**src/pkg/pcg_pkg.sv**
```systemverilog
// Shared constants for the port crossbar and general-purpose I/O block
package pcg_pkg;

  // ---------------------------------------------------------------
  // Sizes
  // ---------------------------------------------------------------
  localparam int NUM_PINS = 16;
  localparam int NUM_SIG  = 10;
  localparam int PIN_W    = 4;
  localparam int SIG_W    = 4;

  // ---------------------------------------------------------------
  // Register addresses
  // ---------------------------------------------------------------
  localparam logic [7:0] ADDR_PORT_A_LATCH  = 8'h80;
  localparam logic [7:0] ADDR_PORT_B_LATCH  = 8'h90;
  localparam logic [7:0] ADDR_PORT_A_DRIVE  = 8'hA4;
  localparam logic [7:0] ADDR_PORT_B_DRIVE  = 8'hA5;
  localparam logic [7:0] ADDR_PORT_A_SKIP   = 8'hD4;
  localparam logic [7:0] ADDR_ROUTE_SECOND  = 8'hE2;
  localparam logic [7:0] ADDR_ROUTE_THIRD   = 8'hE3;
  localparam logic [7:0] ADDR_PORT_A_KIND   = 8'hF1;
  localparam logic [7:0] ADDR_PORT_B_KIND   = 8'hF2;

  // ---------------------------------------------------------------
  // Reset values
  // ---------------------------------------------------------------
  localparam logic [7:0] RST_LATCH = 8'hFF;
  localparam logic [7:0] RST_KIND  = 8'hFF;
  localparam logic [7:0] RST_DRIVE = 8'h00;
  localparam logic [7:0] RST_SKIP  = 8'h00;
  localparam logic [7:0] RST_ROUTE = 8'h00;
  localparam logic [7:0] RD_NONE   = 8'h00;

  // ---------------------------------------------------------------
  // Field positions of the second and third routing registers
  // ---------------------------------------------------------------
  localparam int POS_PULLUP_DISABLE = 7;
  localparam int POS_MATRIX_ENABLE  = 6;
  localparam int POS_TIMER1_ROUTE   = 5;
  localparam int POS_TIMER0_ROUTE   = 4;
  localparam int POS_EXT_INPUT      = 3;
  localparam int POS_MODULE_HI      = 2;
  localparam int POS_MODULE_LO      = 0;
  localparam int POS_SECOND_SERIAL  = 0;
  localparam logic [2:0] MODULE_ROUTE_MAX = 3'h5;

  // ---------------------------------------------------------------
  // Routed signals, in decreasing priority
  // ---------------------------------------------------------------
  localparam int SIG_CMP0  = 0;
  localparam int SIG_CMP1  = 1;
  localparam int SIG_CMP2  = 2;
  localparam int SIG_CMP3  = 3;
  localparam int SIG_CMP4  = 4;
  localparam int SIG_EXTIN = 5;
  localparam int SIG_T0    = 6;
  localparam int SIG_T1    = 7;
  localparam int SIG_TX1   = 8;
  localparam int SIG_RX1   = 9;

  // Signals that only drive a peripheral input, never a pin
  localparam logic [9:0] SIG_INPUT_ONLY = 10'h2E0;
  // Pins held by the first serial port
  localparam logic [15:0] FIRST_SERIAL_PINS = 16'h0030;

endpackage : pcg_pkg

```
**src/pkg/pcg_route_if.sv**
```systemverilog
// Carrier between the register/pin logic and the priority decoder
`timescale 1ns/1ns
interface pcg_route_if;
  import pcg_pkg::*;

  logic [NUM_PINS-1:0]             skip;
  logic [NUM_PINS-1:0]             claim;
  logic [NUM_SIG-1:0]              sig_en;
  logic [NUM_SIG-1:0]              sig_ok;
  logic [NUM_SIG-1:0][PIN_W-1:0]   sig_pin;
  logic [NUM_PINS-1:0]             pin_assigned;
  logic [NUM_PINS-1:0][SIG_W-1:0]  pin_sig;

  modport decoder (input skip, input claim, input sig_en,
                   output sig_ok, output sig_pin, output pin_assigned, output pin_sig);
  modport owner   (output skip, output claim, output sig_en,
                   input sig_ok, input sig_pin, input pin_assigned, input pin_sig);
endinterface : pcg_route_if

```
**src/hdl/pcg_top.sv**
```systemverilog
// Port crossbar routing registers and port A/B general-purpose I/O
`timescale 1ns/1ns

// Notes on behaviour
// - Pull-ups on unless disabled; never on analog or push-pull pins.
// - Matrix enable off turns off routing and every port driver.
// - Timer input route bits give the timer inputs a pin when set.
// - External count input route bit gives that input a pin when set.
// - Module route field routes first N compare outputs, N up to five.
// - Second serial route bit gives transmit and receive pins together.
// - Unassigned digital pins act as general-purpose I/O from latches.
// - Port latches are reachable as whole bytes and as single bits.
// - A latch write holds the pin output data until the next write.
// - Plain port reads return live pin levels, even for routed pins.
// - Read-modify-write accesses read the latch, not the pins.
// - Latch zero drives low; one drives high or floats if open-drain.
// - Reads return zero for analog pins, live level for digital pins.
// - Input-kind zero makes a pin analog: no pull-up, driver or receiver.
// - Drive-mode zero is open-drain, one push-pull; ignored for analog.
// - Pins carrying the two-wire bus lines are always open-drain.
// - Skipped pins are passed over by the decoder.
// - Each enabled signal gets the lowest free unskipped pin, in priority order.
// - Until the matrix is enabled, pins remain undriven port inputs.
// - Pull-up switches off while an open-drain pin drives low.
module pcg_top
  import pcg_pkg::*;
(
  input  wire logic                clock_i,
  input  wire logic                rst_i,
  input  wire logic [7:0]          sfr_addr_i,
  input  wire logic                sfr_wr_i,
  input  wire logic [7:0]          sfr_wdata_i,
  input  wire logic                sfr_bit_wr_i,
  input  wire logic [2:0]          sfr_bit_sel_i,
  input  wire logic                sfr_bit_val_i,
  input  wire logic                sfr_rd_i,
  input  wire logic                sfr_rmw_i,
  output logic      [7:0]          sfr_rdata_o,
  input  wire logic [NUM_PINS-1:0] upstream_claim_i,
  input  wire logic                first_serial_enable_i,
  input  wire logic [NUM_PINS-1:0] twowire_pins_i,
  input  wire logic [NUM_SIG-1:0]  periph_out_i,
  input  wire logic [NUM_SIG-1:0]  periph_oe_i,
  output logic      [NUM_SIG-1:0]  periph_in_o,
  output logic      [NUM_SIG-1:0]  periph_routed_o,
  input  wire logic [NUM_PINS-1:0] pin_i,
  output logic      [NUM_PINS-1:0] pin_o,
  output logic      [NUM_PINS-1:0] pin_oe_n_o,
  output logic      [NUM_PINS-1:0] pullup_en_o,
  output logic      [NUM_PINS-1:0] digital_rx_en_o
);

  // ---------------------------------------------------------------
  // Register state
  // ---------------------------------------------------------------
  logic [7:0] port_a_output_latch;
  logic [7:0] port_b_output_latch;
  logic [7:0] port_a_output_drive_mode;
  logic [7:0] port_b_output_drive_mode;
  logic [7:0] port_a_route_skip;
  logic [7:0] port_a_input_kind;
  logic [7:0] port_b_input_kind;
  logic [7:0] pin_route_control_second;
  logic       second_serial_route;

  logic [NUM_PINS-1:0] pin_sync;
  logic [NUM_PINS-1:0] latch_all;
  logic [NUM_PINS-1:0] kind_all;
  logic [NUM_PINS-1:0] drive_all;

  logic       pullup_disable;
  logic       matrix_route_enable;
  logic [2:0] counter_array_module_route;

  pcg_route_if rt ();

  // Byte with one bit replaced, used by both bit-addressable latches
  function automatic logic [7:0] set_bit(input logic [7:0] cur, input logic [2:0] sel, input logic val);
    logic [7:0] res;
    res      = cur;
    res[sel] = val;
    return res;
  endfunction : set_bit

  // Analog pins read as zero, digital pins as their live level
  function automatic logic [7:0] pin_view(input logic [7:0] lvl, input logic [7:0] kind);
    return lvl & kind;
  endfunction : pin_view

  function automatic logic wr_hit(input logic [7:0] addr, input logic [7:0] target, input logic wr);
    return wr && (addr == target);
  endfunction : wr_hit

  // ---------------------------------------------------------------
  // Pad input synchroniser
  // ---------------------------------------------------------------
  pcg_sync #(
    .WIDTH (NUM_PINS)
  ) u_sync (
    .clock_i (clock_i),
    .rst_i   (rst_i),
    .async_i (pin_i),
    .sync_o  (pin_sync)
  );

  // ---------------------------------------------------------------
  // Port latches
  // ---------------------------------------------------------------
  always_ff @(posedge clock_i) begin
    if (rst_i) begin
      port_a_output_latch <= RST_LATCH;
    end else if (wr_hit(sfr_addr_i, ADDR_PORT_A_LATCH, sfr_wr_i)) begin
      port_a_output_latch <= sfr_wdata_i;
    end else if (wr_hit(sfr_addr_i, ADDR_PORT_A_LATCH, sfr_bit_wr_i)) begin
      port_a_output_latch <= set_bit(port_a_output_latch, sfr_bit_sel_i, sfr_bit_val_i);
    end
  end

  always_ff @(posedge clock_i) begin
    if (rst_i) begin
      port_b_output_latch <= RST_LATCH;
    end else if (wr_hit(sfr_addr_i, ADDR_PORT_B_LATCH, sfr_wr_i)) begin
      port_b_output_latch <= sfr_wdata_i;
    end else if (wr_hit(sfr_addr_i, ADDR_PORT_B_LATCH, sfr_bit_wr_i)) begin
      port_b_output_latch <= set_bit(port_b_output_latch, sfr_bit_sel_i, sfr_bit_val_i);
    end
  end

  // ---------------------------------------------------------------
  // Pin mode and skip registers
  // ---------------------------------------------------------------
  always_ff @(posedge clock_i) begin
    if (rst_i) begin
      port_a_input_kind        <= RST_KIND;
      port_b_input_kind        <= RST_KIND;
      port_a_output_drive_mode <= RST_DRIVE;
      port_b_output_drive_mode <= RST_DRIVE;
      port_a_route_skip        <= RST_SKIP;
    end else if (sfr_wr_i) begin
      case (sfr_addr_i)
        ADDR_PORT_A_KIND:  port_a_input_kind        <= sfr_wdata_i;
        ADDR_PORT_B_KIND:  port_b_input_kind        <= sfr_wdata_i;
        ADDR_PORT_A_DRIVE: port_a_output_drive_mode <= sfr_wdata_i;
        ADDR_PORT_B_DRIVE: port_b_output_drive_mode <= sfr_wdata_i;
        ADDR_PORT_A_SKIP:  port_a_route_skip        <= sfr_wdata_i;
        default: begin
        end
      endcase
    end
  end

  // ---------------------------------------------------------------
  // Routing registers
  // ---------------------------------------------------------------
  always_ff @(posedge clock_i) begin
    if (rst_i) begin
      pin_route_control_second <= RST_ROUTE;
    end else if (wr_hit(sfr_addr_i, ADDR_ROUTE_SECOND, sfr_wr_i)) begin
      pin_route_control_second <= sfr_wdata_i;
    end
  end

  // Only the serial route bit is stored; the upper bits are reserved
  always_ff @(posedge clock_i) begin
    if (rst_i) begin
      second_serial_route <= RST_ROUTE[POS_SECOND_SERIAL];
    end else if (wr_hit(sfr_addr_i, ADDR_ROUTE_THIRD, sfr_wr_i)) begin
      second_serial_route <= sfr_wdata_i[POS_SECOND_SERIAL];
    end
  end

  assign pullup_disable             = pin_route_control_second[POS_PULLUP_DISABLE];
  assign matrix_route_enable        = pin_route_control_second[POS_MATRIX_ENABLE];
  assign counter_array_module_route = pin_route_control_second[POS_MODULE_HI:POS_MODULE_LO];

  // ---------------------------------------------------------------
  // Register read path
  // ---------------------------------------------------------------
  always_ff @(posedge clock_i) begin
    if (rst_i) begin
      sfr_rdata_o <= RD_NONE;
    end else if (sfr_rd_i) begin
      case (sfr_addr_i)
        ADDR_PORT_A_LATCH: sfr_rdata_o <= sfr_rmw_i ? port_a_output_latch
                                                    : pin_view(pin_sync[7:0], port_a_input_kind);
        ADDR_PORT_B_LATCH: sfr_rdata_o <= sfr_rmw_i ? port_b_output_latch
                                                    : pin_view(pin_sync[15:8], port_b_input_kind);
        ADDR_PORT_A_KIND:  sfr_rdata_o <= port_a_input_kind;
        ADDR_PORT_B_KIND:  sfr_rdata_o <= port_b_input_kind;
        ADDR_PORT_A_DRIVE: sfr_rdata_o <= port_a_output_drive_mode;
        ADDR_PORT_B_DRIVE: sfr_rdata_o <= port_b_output_drive_mode;
        ADDR_PORT_A_SKIP:  sfr_rdata_o <= port_a_route_skip;
        ADDR_ROUTE_SECOND: sfr_rdata_o <= pin_route_control_second;
        ADDR_ROUTE_THIRD:  sfr_rdata_o <= {7'h00, second_serial_route};
        default:           sfr_rdata_o <= RD_NONE;
      endcase
    end
  end

  // ---------------------------------------------------------------
  // Routing requests
  // ---------------------------------------------------------------
  always_comb begin
    rt.sig_en = '0;
    for (int k = SIG_CMP0; k <= SIG_CMP4; k++) begin
      rt.sig_en[k] = (counter_array_module_route <= MODULE_ROUTE_MAX) &&
                     (3'(k) < counter_array_module_route);
    end
    rt.sig_en[SIG_EXTIN] = pin_route_control_second[POS_EXT_INPUT];
    rt.sig_en[SIG_T0]    = pin_route_control_second[POS_TIMER0_ROUTE];
    rt.sig_en[SIG_T1]    = pin_route_control_second[POS_TIMER1_ROUTE];
    rt.sig_en[SIG_TX1]   = second_serial_route;
    rt.sig_en[SIG_RX1]   = second_serial_route;
  end

  // Port B skip bits live in a neighbouring register and read as clear here
  assign rt.skip  = {8'h00, port_a_route_skip};
  assign rt.claim = upstream_claim_i | (first_serial_enable_i ? FIRST_SERIAL_PINS : 16'h0000);

  pcg_decoder u_decoder (
    .rt (rt.decoder)
  );

  // ---------------------------------------------------------------
  // Pin cell control
  // ---------------------------------------------------------------
  assign latch_all = {port_b_output_latch, port_a_output_latch};
  assign kind_all  = {port_b_input_kind, port_a_input_kind};
  assign drive_all = {port_b_output_drive_mode, port_a_output_drive_mode};

  logic [NUM_PINS-1:0] next_pin;
  logic [NUM_PINS-1:0] next_oe_n;
  logic [NUM_PINS-1:0] next_pullup;

  always_comb begin
    logic [SIG_W-1:0] s;
    logic             routed;
    logic             val;
    logic             act;
    logic             push_pull;
    logic             drv_lo;
    logic             drv_hi;
    s           = '0;
    routed      = 1'b0;
    val         = 1'b1;
    act         = 1'b0;
    push_pull   = 1'b0;
    drv_lo      = 1'b0;
    drv_hi      = 1'b0;
    next_pin    = '1;
    next_oe_n   = '1;
    next_pullup = '0;
    for (int p = 0; p < NUM_PINS; p++) begin
      s         = rt.pin_sig[p];
      routed    = matrix_route_enable && rt.pin_assigned[p];
      val       = routed ? periph_out_i[s] : latch_all[p];
      act       = routed ? (periph_oe_i[s] && !SIG_INPUT_ONLY[s]) : 1'b1;
      push_pull = kind_all[p] && drive_all[p] && !twowire_pins_i[p];
      drv_lo    = matrix_route_enable && kind_all[p] && act && !val;
      drv_hi    = matrix_route_enable && kind_all[p] && act && val && push_pull;
      next_pin[p]    = val;
      next_oe_n[p]   = !(drv_lo || drv_hi);
      next_pullup[p] = !pullup_disable && kind_all[p] && !push_pull && !drv_lo;
    end
  end

  always_ff @(posedge clock_i) begin
    if (rst_i) begin
      pin_o           <= '1;
      pin_oe_n_o      <= '1;
      pullup_en_o     <= '1;
      digital_rx_en_o <= '1;
    end else begin
      pin_o           <= next_pin;
      pin_oe_n_o      <= next_oe_n;
      pullup_en_o     <= next_pullup;
      digital_rx_en_o <= kind_all;
    end
  end

  // ---------------------------------------------------------------
  // Peripheral inputs from routed pins
  // ---------------------------------------------------------------
  always_ff @(posedge clock_i) begin
    if (rst_i) begin
      periph_in_o     <= '0;
      periph_routed_o <= '0;
    end else begin
      for (int k = 0; k < NUM_SIG; k++) begin
        periph_routed_o[k] <= matrix_route_enable && rt.sig_ok[k];
        periph_in_o[k]     <= matrix_route_enable && rt.sig_ok[k] &&
                              pin_sync[rt.sig_pin[k]] && kind_all[rt.sig_pin[k]];
      end
    end
  end

endmodule : pcg_top

```
**src/hdl/pcg_sync.sv**
```systemverilog
// Two-stage synchroniser for the pad inputs
`timescale 1ns/1ns
module pcg_sync
  import pcg_pkg::*;
#(
  parameter int WIDTH = NUM_PINS
) (
  input  wire logic             clock_i,
  input  wire logic             rst_i,
  input  wire logic [WIDTH-1:0] async_i,
  output logic      [WIDTH-1:0] sync_o
);

  logic [WIDTH-1:0] stage1;

  always_ff @(posedge clock_i) begin
    if (rst_i) begin
      stage1 <= '1;
      sync_o <= '1;
    end else begin
      stage1 <= async_i;
      sync_o <= stage1;
    end
  end

endmodule : pcg_sync

```
**src/hdl/pcg_decoder.sv**
```systemverilog
// Priority decoder: gives each enabled signal the lowest free pin
`timescale 1ns/1ns
module pcg_decoder
  import pcg_pkg::*;
(
  pcg_route_if.decoder rt
);

  logic [NUM_PINS-1:0] taken;

  always_comb begin
    taken           = rt.claim | rt.skip;
    rt.sig_ok       = '0;
    rt.sig_pin      = '0;
    rt.pin_assigned = '0;
    rt.pin_sig      = '0;
    for (int s = 0; s < NUM_SIG; s++) begin
      for (int p = 0; p < NUM_PINS; p++) begin
        if (rt.sig_en[s] && !rt.sig_ok[s] && !taken[p]) begin
          rt.sig_ok[s]       = 1'b1;
          rt.sig_pin[s]      = PIN_W'(p);
          taken[p]           = 1'b1;
          rt.pin_assigned[p] = 1'b1;
          rt.pin_sig[p]      = SIG_W'(s);
        end
      end
    end
  end

endmodule : pcg_decoder

```
**config.mk**
```make
export PLATFORM = sky130hd
export DESIGN_NAME = pcg_top
export DESIGN_NICKNAME = d
export VERILOG_FILES = /design/src/pkg/pcg_pkg.sv /design/src/pkg/pcg_route_if.sv /design/src/hdl/pcg_top.sv /design/src/hdl/pcg_sync.sv /design/src/hdl/pcg_decoder.sv
export SDC_FILE = /design/constraint.sdc
export NUM_CORES = 1
export LEC_CHECK = 0
export BUFFER_PORTS_ARGS = -buffer_cell sky130_fd_sc_hd__buf_2
export CAP_MARGIN = 20
export CORE_UTILIZATION = 56
export DETAILED_ROUTE_END_ITERATION = 8
export PLACE_DENSITY = 0.82
export RECOVER_POWER = 100
export SYNTH_ARGS = -nofsm -noshare
export SYNTH_HDL_FRONTEND = slang
export SYNTH_HIERARCHICAL = 1
export SYNTH_SLANG_ARGS = --single-unit
```
**constraint.sdc**
```tcl
create_clock -name clock_i -period 6.26 [get_ports clock_i]
set_input_delay 0.313 -clock clock_i [delete_from_list [all_inputs] [get_ports clock_i]]
set_output_delay 0.313 -clock clock_i [all_outputs]
set_load 0.005 [all_outputs]
```
Word-level counts from Yosys, hierarchy flattened
Memory sizes are Yosys's and may differ from the RTL's.
Cells that the tools add are included.
- $add $sub $neg: 0
- multiply operators: 0
- divide/modulo/power cells: 0
- $lt $le $gt $ge: 34
- equality and inequality tests: 9
- shift operators: 0
- mux-type cells: 920
- bitwise logic cells: 4
- reduce and logical (&&, ||, !) cells: 974
- operators with widths (cell ; number):
    1-bit 2-to-1 mux ; 589
    1-bit logical AND ; 544
    4-bit 2-to-1 mux ; 118
    1-bit zero test ; 407
    3-bit 2-to-1 mux ; 100
    1-bit binary-select mux with 4-bit select ; 52
    4-bit by 5-bit < comparator with 1-bit output (second input constant) ; 26
    2-bit 2-to-1 mux ; 50
    8-bit == test (second input constant) ; 9
    8-bit one-hot mux with 9 select lines ; 1
    8-bit 2-to-1 mux ; 6
    8-bit bitwise AND ; 2
    8-bit bitwise mux ; 2
    1-bit logical OR ; 16
    16-bit by 6-bit OR with 16-bit output ; 1
    16-bit by 8-bit OR with 16-bit output ; 1
    2-bit AND reduction ; 5
    1-bit by 3-bit < comparator with 1-bit output (first input constant) ; 2
    2-bit by 3-bit < comparator with 1-bit output (first input constant) ; 2
    6-bit 2-to-1 mux ; 1
    3-bit by 4-bit < comparator with 1-bit output (second input constant) ; 1
    2-bit nonzero test ; 2
    1-bit demux with 3-bit select ; 1
    3-bit by 1-bit greater-or-equal comparator with 1-bit output (second input constant) ; 1
    2 further kinds ; 2
- register bits: 189
- latch bits: 0
- bits in writable memories: 0
- memory bits (read-only): 256
- output and inout bits: 92
- word-level logic and storage cells: 1975
- memories: 16
- memory list (memory ; words ; width ; rd ports ; clocked after Yosys merged registers in ; wr ports ; RTL line ; text):
    (no name shown) ; 16 ; 1 ; 1 ; 0 ; 0 ; pcg_top.sv:257 ; act = routed ? (periph_oe_i[s] && !SIG_INPUT_ONLY[s]) : 1'b1;
    (no name shown) ; 16 ; 1 ; 1 ; 0 ; 0 ; pcg_top.sv:257 ;
    (no name shown) ; 16 ; 1 ; 1 ; 0 ; 0 ; pcg_top.sv:257 ;
    (no name shown) ; 16 ; 1 ; 1 ; 0 ; 0 ; pcg_top.sv:257 ;
    (no name shown) ; 16 ; 1 ; 1 ; 0 ; 0 ; pcg_top.sv:257 ;
    (no name shown) ; 16 ; 1 ; 1 ; 0 ; 0 ; pcg_top.sv:257 ;
    10 more memories ; -- ; -- ; -- ; -- ; -- ; -- ;

Longest topological paths before layout
- depth in word-level cells: 103
- depth in mapped cells: 30
- gate-level depth less buffers: 22

Modules after synthesis
Netlist, hierarchy kept.
- modules (own cells, without submodules) (module ; times used ; cells an instance ; area an instance (µm²) ; seq. area each (µm²)):
    pcg_top ; 1 ; 1099 ; 10510.1 ; 3143.0
    pcg_decoder ; 1 ; 1214 ; 7123.1 ; 0.0
    pcg_sync ; 1 ; 67 ; 874.6 ; 640.6

Least setup slack after synthesis
OpenSTA, ideal clock, no wires.
- kind: reg-to-reg
- from: reg pin_route_control_second[2]
- to: reg pin_oe_n_o[15]
- library setup time: 145 ps
- data arrival time: 6419 ps
- path slack: -304 ps
- stages on the path, launching flop included: 27
- path through: dfxtp_1 nor2b_1 and2_1 clkbuf_1 maj3_1 o21ai_0 a211oi_1 and2_1 buf_2 a21boi_1 nand2_1 a211o_1 a22o_1 maj3_1 a221o_1 buf_4 nand2b_1 o32ai_4 nor3_1 nor4_2 nand4b_2 nand3_1 clkbuf_1 mux4_2 a2bb2oi_1 a31oi_1 o2111ai_1
- RTL lines (element ; RTL line ; text):
    start, declared ; pcg_top.sv:63 ; logic [7:0] pin_route_control_second;
    start signal, assigned ; pcg_top.sv:159 ; pin_route_control_second <= sfr_wdata_i;
    end signal, assigned ; pcg_top.sv:275 ; pin_oe_n_o <= next_oe_n;
    end, declared ; pcg_top.sv:48 ; output logic [NUM_PINS-1:0] pin_oe_n_o,

==> impl_metrics.json <==
{
  "status": "finished with violations",
  "violations": "max-capacitance violations, max-slew violations, negative setup slack",
  "start_util": 0.569,
  "worstPathArrival_ns": 6.82,
  "avgRoutedWirePerCell_um": 27.1,
  "synth_fa_ha_area_frac": 0.0104,
  "design.core.area_um2": 32500,
  "highest_layer": "met5",
  "root_buffer": "clkbuf_16",
  "cp-end-kind": "register",
  "die_w_um": 184,
  "async_flop_share": 0,
  "synth_largest_area_cell": "dfxtp_1",
  "rsz0062_at_grt": "true",
  "cts.sinks": 189,
  "ys.flop_type": "dfxtp_1",
  "nFillCells": 2437,
  "synth_edf_count": 0,
  "numPortBuffers": 182,
  "synth_top_family_by_area": "compound AO/OA/AOI/OAI gates",
  "dp_hpwl_mm": 69.7,
  "grt_pass1_vias": 23009,
  "synth_compound_area_frac": 0.303,
  "skew_ns": 0.0173,
  "drtAntennaViolNets": 0,
  "cp.required_ns": 6.58,
  "drc": 0,
  "cts_tree": "done",
  "m1WireLength_mm": 31.9,
  "cts_buffers": 17,
  "cellPowerDensity_nw_per_um2": 121,
  "stdcell_area_um2": 25000,
  "critPathKind": "reg2reg",
  "synth_top_area_frac": 0.204,
  "finalWorstSetupSlack_ns": -0.242,
  "drt-total-wl_mm": 92.4,
  "crit_family": "compound AO/OA/AOI/OAI gates",
  "vias_per_cell": 7.19,
  "htreeDepth": 4,
  "synthTopCellsByCount": "293 x nand2_1, 224 x nor2_1, 189 x dfxtp_1",
  "placed_area_um2": 23000,
  "netlist_top_cells_area": "dfxtp_1 20%, mux4_2 9.7%, nand2_1 5.9%",
  "die_y_um": 184,
  "finalSetupTns_ns": -2.64,
  "maxCapViolations": 2,
  "grt_pass1_wl_mm": 137,
  "relSlewSlack": -0.908,
  "crit_path_max_incr_delay_ns": 0.46,
  "yosysSeqAreaShare": 0.204,
  "drv_slew": 129,
  "wl_met3_mm": 12.6,
  "synth_area_um2": 18500,
  "globalplace.congestion": 1.11,
  "ctsHoldBuffers": 0,
  "finalCritPeriodShare": 1.04,
  "drive_gt1_frac": 0.339,
  "dr.pass1.iters": 9,
  "fmax_mhz": 154,
  "leakage_nw": 9.98,
  "ys_ff_latch": 189,
  "rows": 66,
  "via_count": 24492,
  "hold_viol": 0,
  "finalCriticalPeriod_ns": 6.50,
  "vdd_ir_drop_max_v": 0.000314,
  "insertion_delay_ns": 0.47,
  "antenna_found_initial": 3,
  "grt-ovfl-total": 0,
  "nets": 3047,
  "grt_max_degree": 71,
  "crit_slowest_cell": "or3_4",
  "crit_path_max_fanout": 10,
  "synth_simple_gate_area_share": 0.268,
  "cp-start-kind": "register",
  "area_growth_pct": 35.2,
  "yosysMostFrequentCell": "nand2_1",
  "path_buf_inv": 9,
  "hold_path_class": "in2reg",
  "synthMuxAreaShare": 0.159,
  "dieArea_um2": 33800,
  "pin_count": 187,
  "grtUsageTotal": 0.540,
  "avgSynthCellArea_um2": 7.78,
  "clk_pin_slew_ns": 0.09,
  "initialDrtViolationCount": 3734,
  "cp_common_cell": "buf_6",
  "wl_met2_mm": 38.3,
  "synth.distinct_cells": 110,
  "worstMarginPinSlew_ns": 2.86,
  "ys_warn_count": 6,
  "synth_cells": 2380,
  "setup_violations": 15,
  "synth_xor_area_frac": 0.00473,
  "clockBufferDepth": 2
}
[path summary, 6_finish.rpt]
check                         startpoint                end  slack (ns)  depth (start not counted)
max          pin_route_control_second[1]     pin_oe_n_o[14]       -0.24                         31
min                            pin_i[13]  u_sync/stage1[13]        0.02                          2
max reg2reg  pin_route_control_second[1]     pin_oe_n_o[14]       -0.24                         31
min reg2reg             u_sync/stage1[6]   u_sync/sync_o[6]        0.40                          1
[per-stage QoR]
step	std cells	util	hold WS (ns)	total power, mW	setup slack, ns
after global placement	3319	0.707	0.388	1.78	-0.305
after detailed placement	3319	0.707	0.391	1.79	-0.549
after global routing	3407	0.769	0.0106	3.09	-0.425
final	3408	0.769	0.0214	3.04	-0.242
after CTS	3385	0.754	0.0154	2.98	0.00209
after floorplan	2399	-	0.383	1.55	0.0300
[cell usage in the layout, fill, tap and decap left out, types with 21 or more instances in the layout]
master,instances
buf_4,479
nand2_1,283
nor2_1,206
dfxtp_1,186
o21ai_0,135
buf_2,122
a21oi_1,121
mux2i_1,88
nand3_1,84
mux4_2,80
o211ai_1,68
clkbuf_1,64
nor3_1,56
inv_1,53
nor2b_1,35
o31a_1,32
or2_1,31
a32oi_1,30
buf_6,30
o22ai_1,29
o2111ai_1,28
and2_1,25
mux2_2,23
nand4_1,22
a31oi_1,22
a211o_1,22
o31ai_1,21
[state kept, by name, indices dropped and copies added, names as in the netlist, 10 cells and up]
signal,flops
digital_rx_en_o,16
periph_in_o,10
periph_routed_o,10
pin_o,16
pin_oe_n_o,16
pullup_en_o,16
u_sync/stage1,16
u_sync/sync_o,16
[per-layer routing]
layer | vias to the layer above | GRT usage
met5 | - | 0.00889
met4 | 2 | 0.445
met3 | 641 | 0.186
met2 | 2139 | 0.800
met1 | 11349 | 0.630
li1 | 10361 | -
[cell type report]
class                   count  area (um^2)  share of cell area
multi-input cells        1984        14900               0.594
repair buffers            706         4990               0.199
flip-flops and latches    189         3790               0.152
well taps                 442          553              0.0221
clock buffers              17          425              0.0170
inverters                  54          205             0.00820
clock inverters            15          198             0.00790
diodes                      1         2.50            0.000100
[power by group]
part           switching (mW)  internal, mW  total [mW]
Combinational           0.379         0.244       0.623
Sequential            0.00602          1.21        1.22
Clock                   0.583         0.613        1.20
Total                   0.968          2.07        3.04
[kinds of logic (layout without fill, tap and decap cells)]
group / after synthesis / in the layout
AO/OA/AOI/OAI: 768 / 768
XOR/XNOR: 10 / 11
adder cells (fa/ha/maj): 19 / 19
buffers and inverters: 227 / 792
flip-flops: 189 / 189
multiplexers: 191 / 191
other: 1 / 21
AND/OR/NAND/NOR: 975 / 975
[what timing repair did]
item	in CTS	in global routing
pin swaps	55	54
cloned	3	0
setup buffers	32	20
endpoints found under the setup margin	25	28
gates resized for setup	141	86
Power figures use the tool's default switching activity.
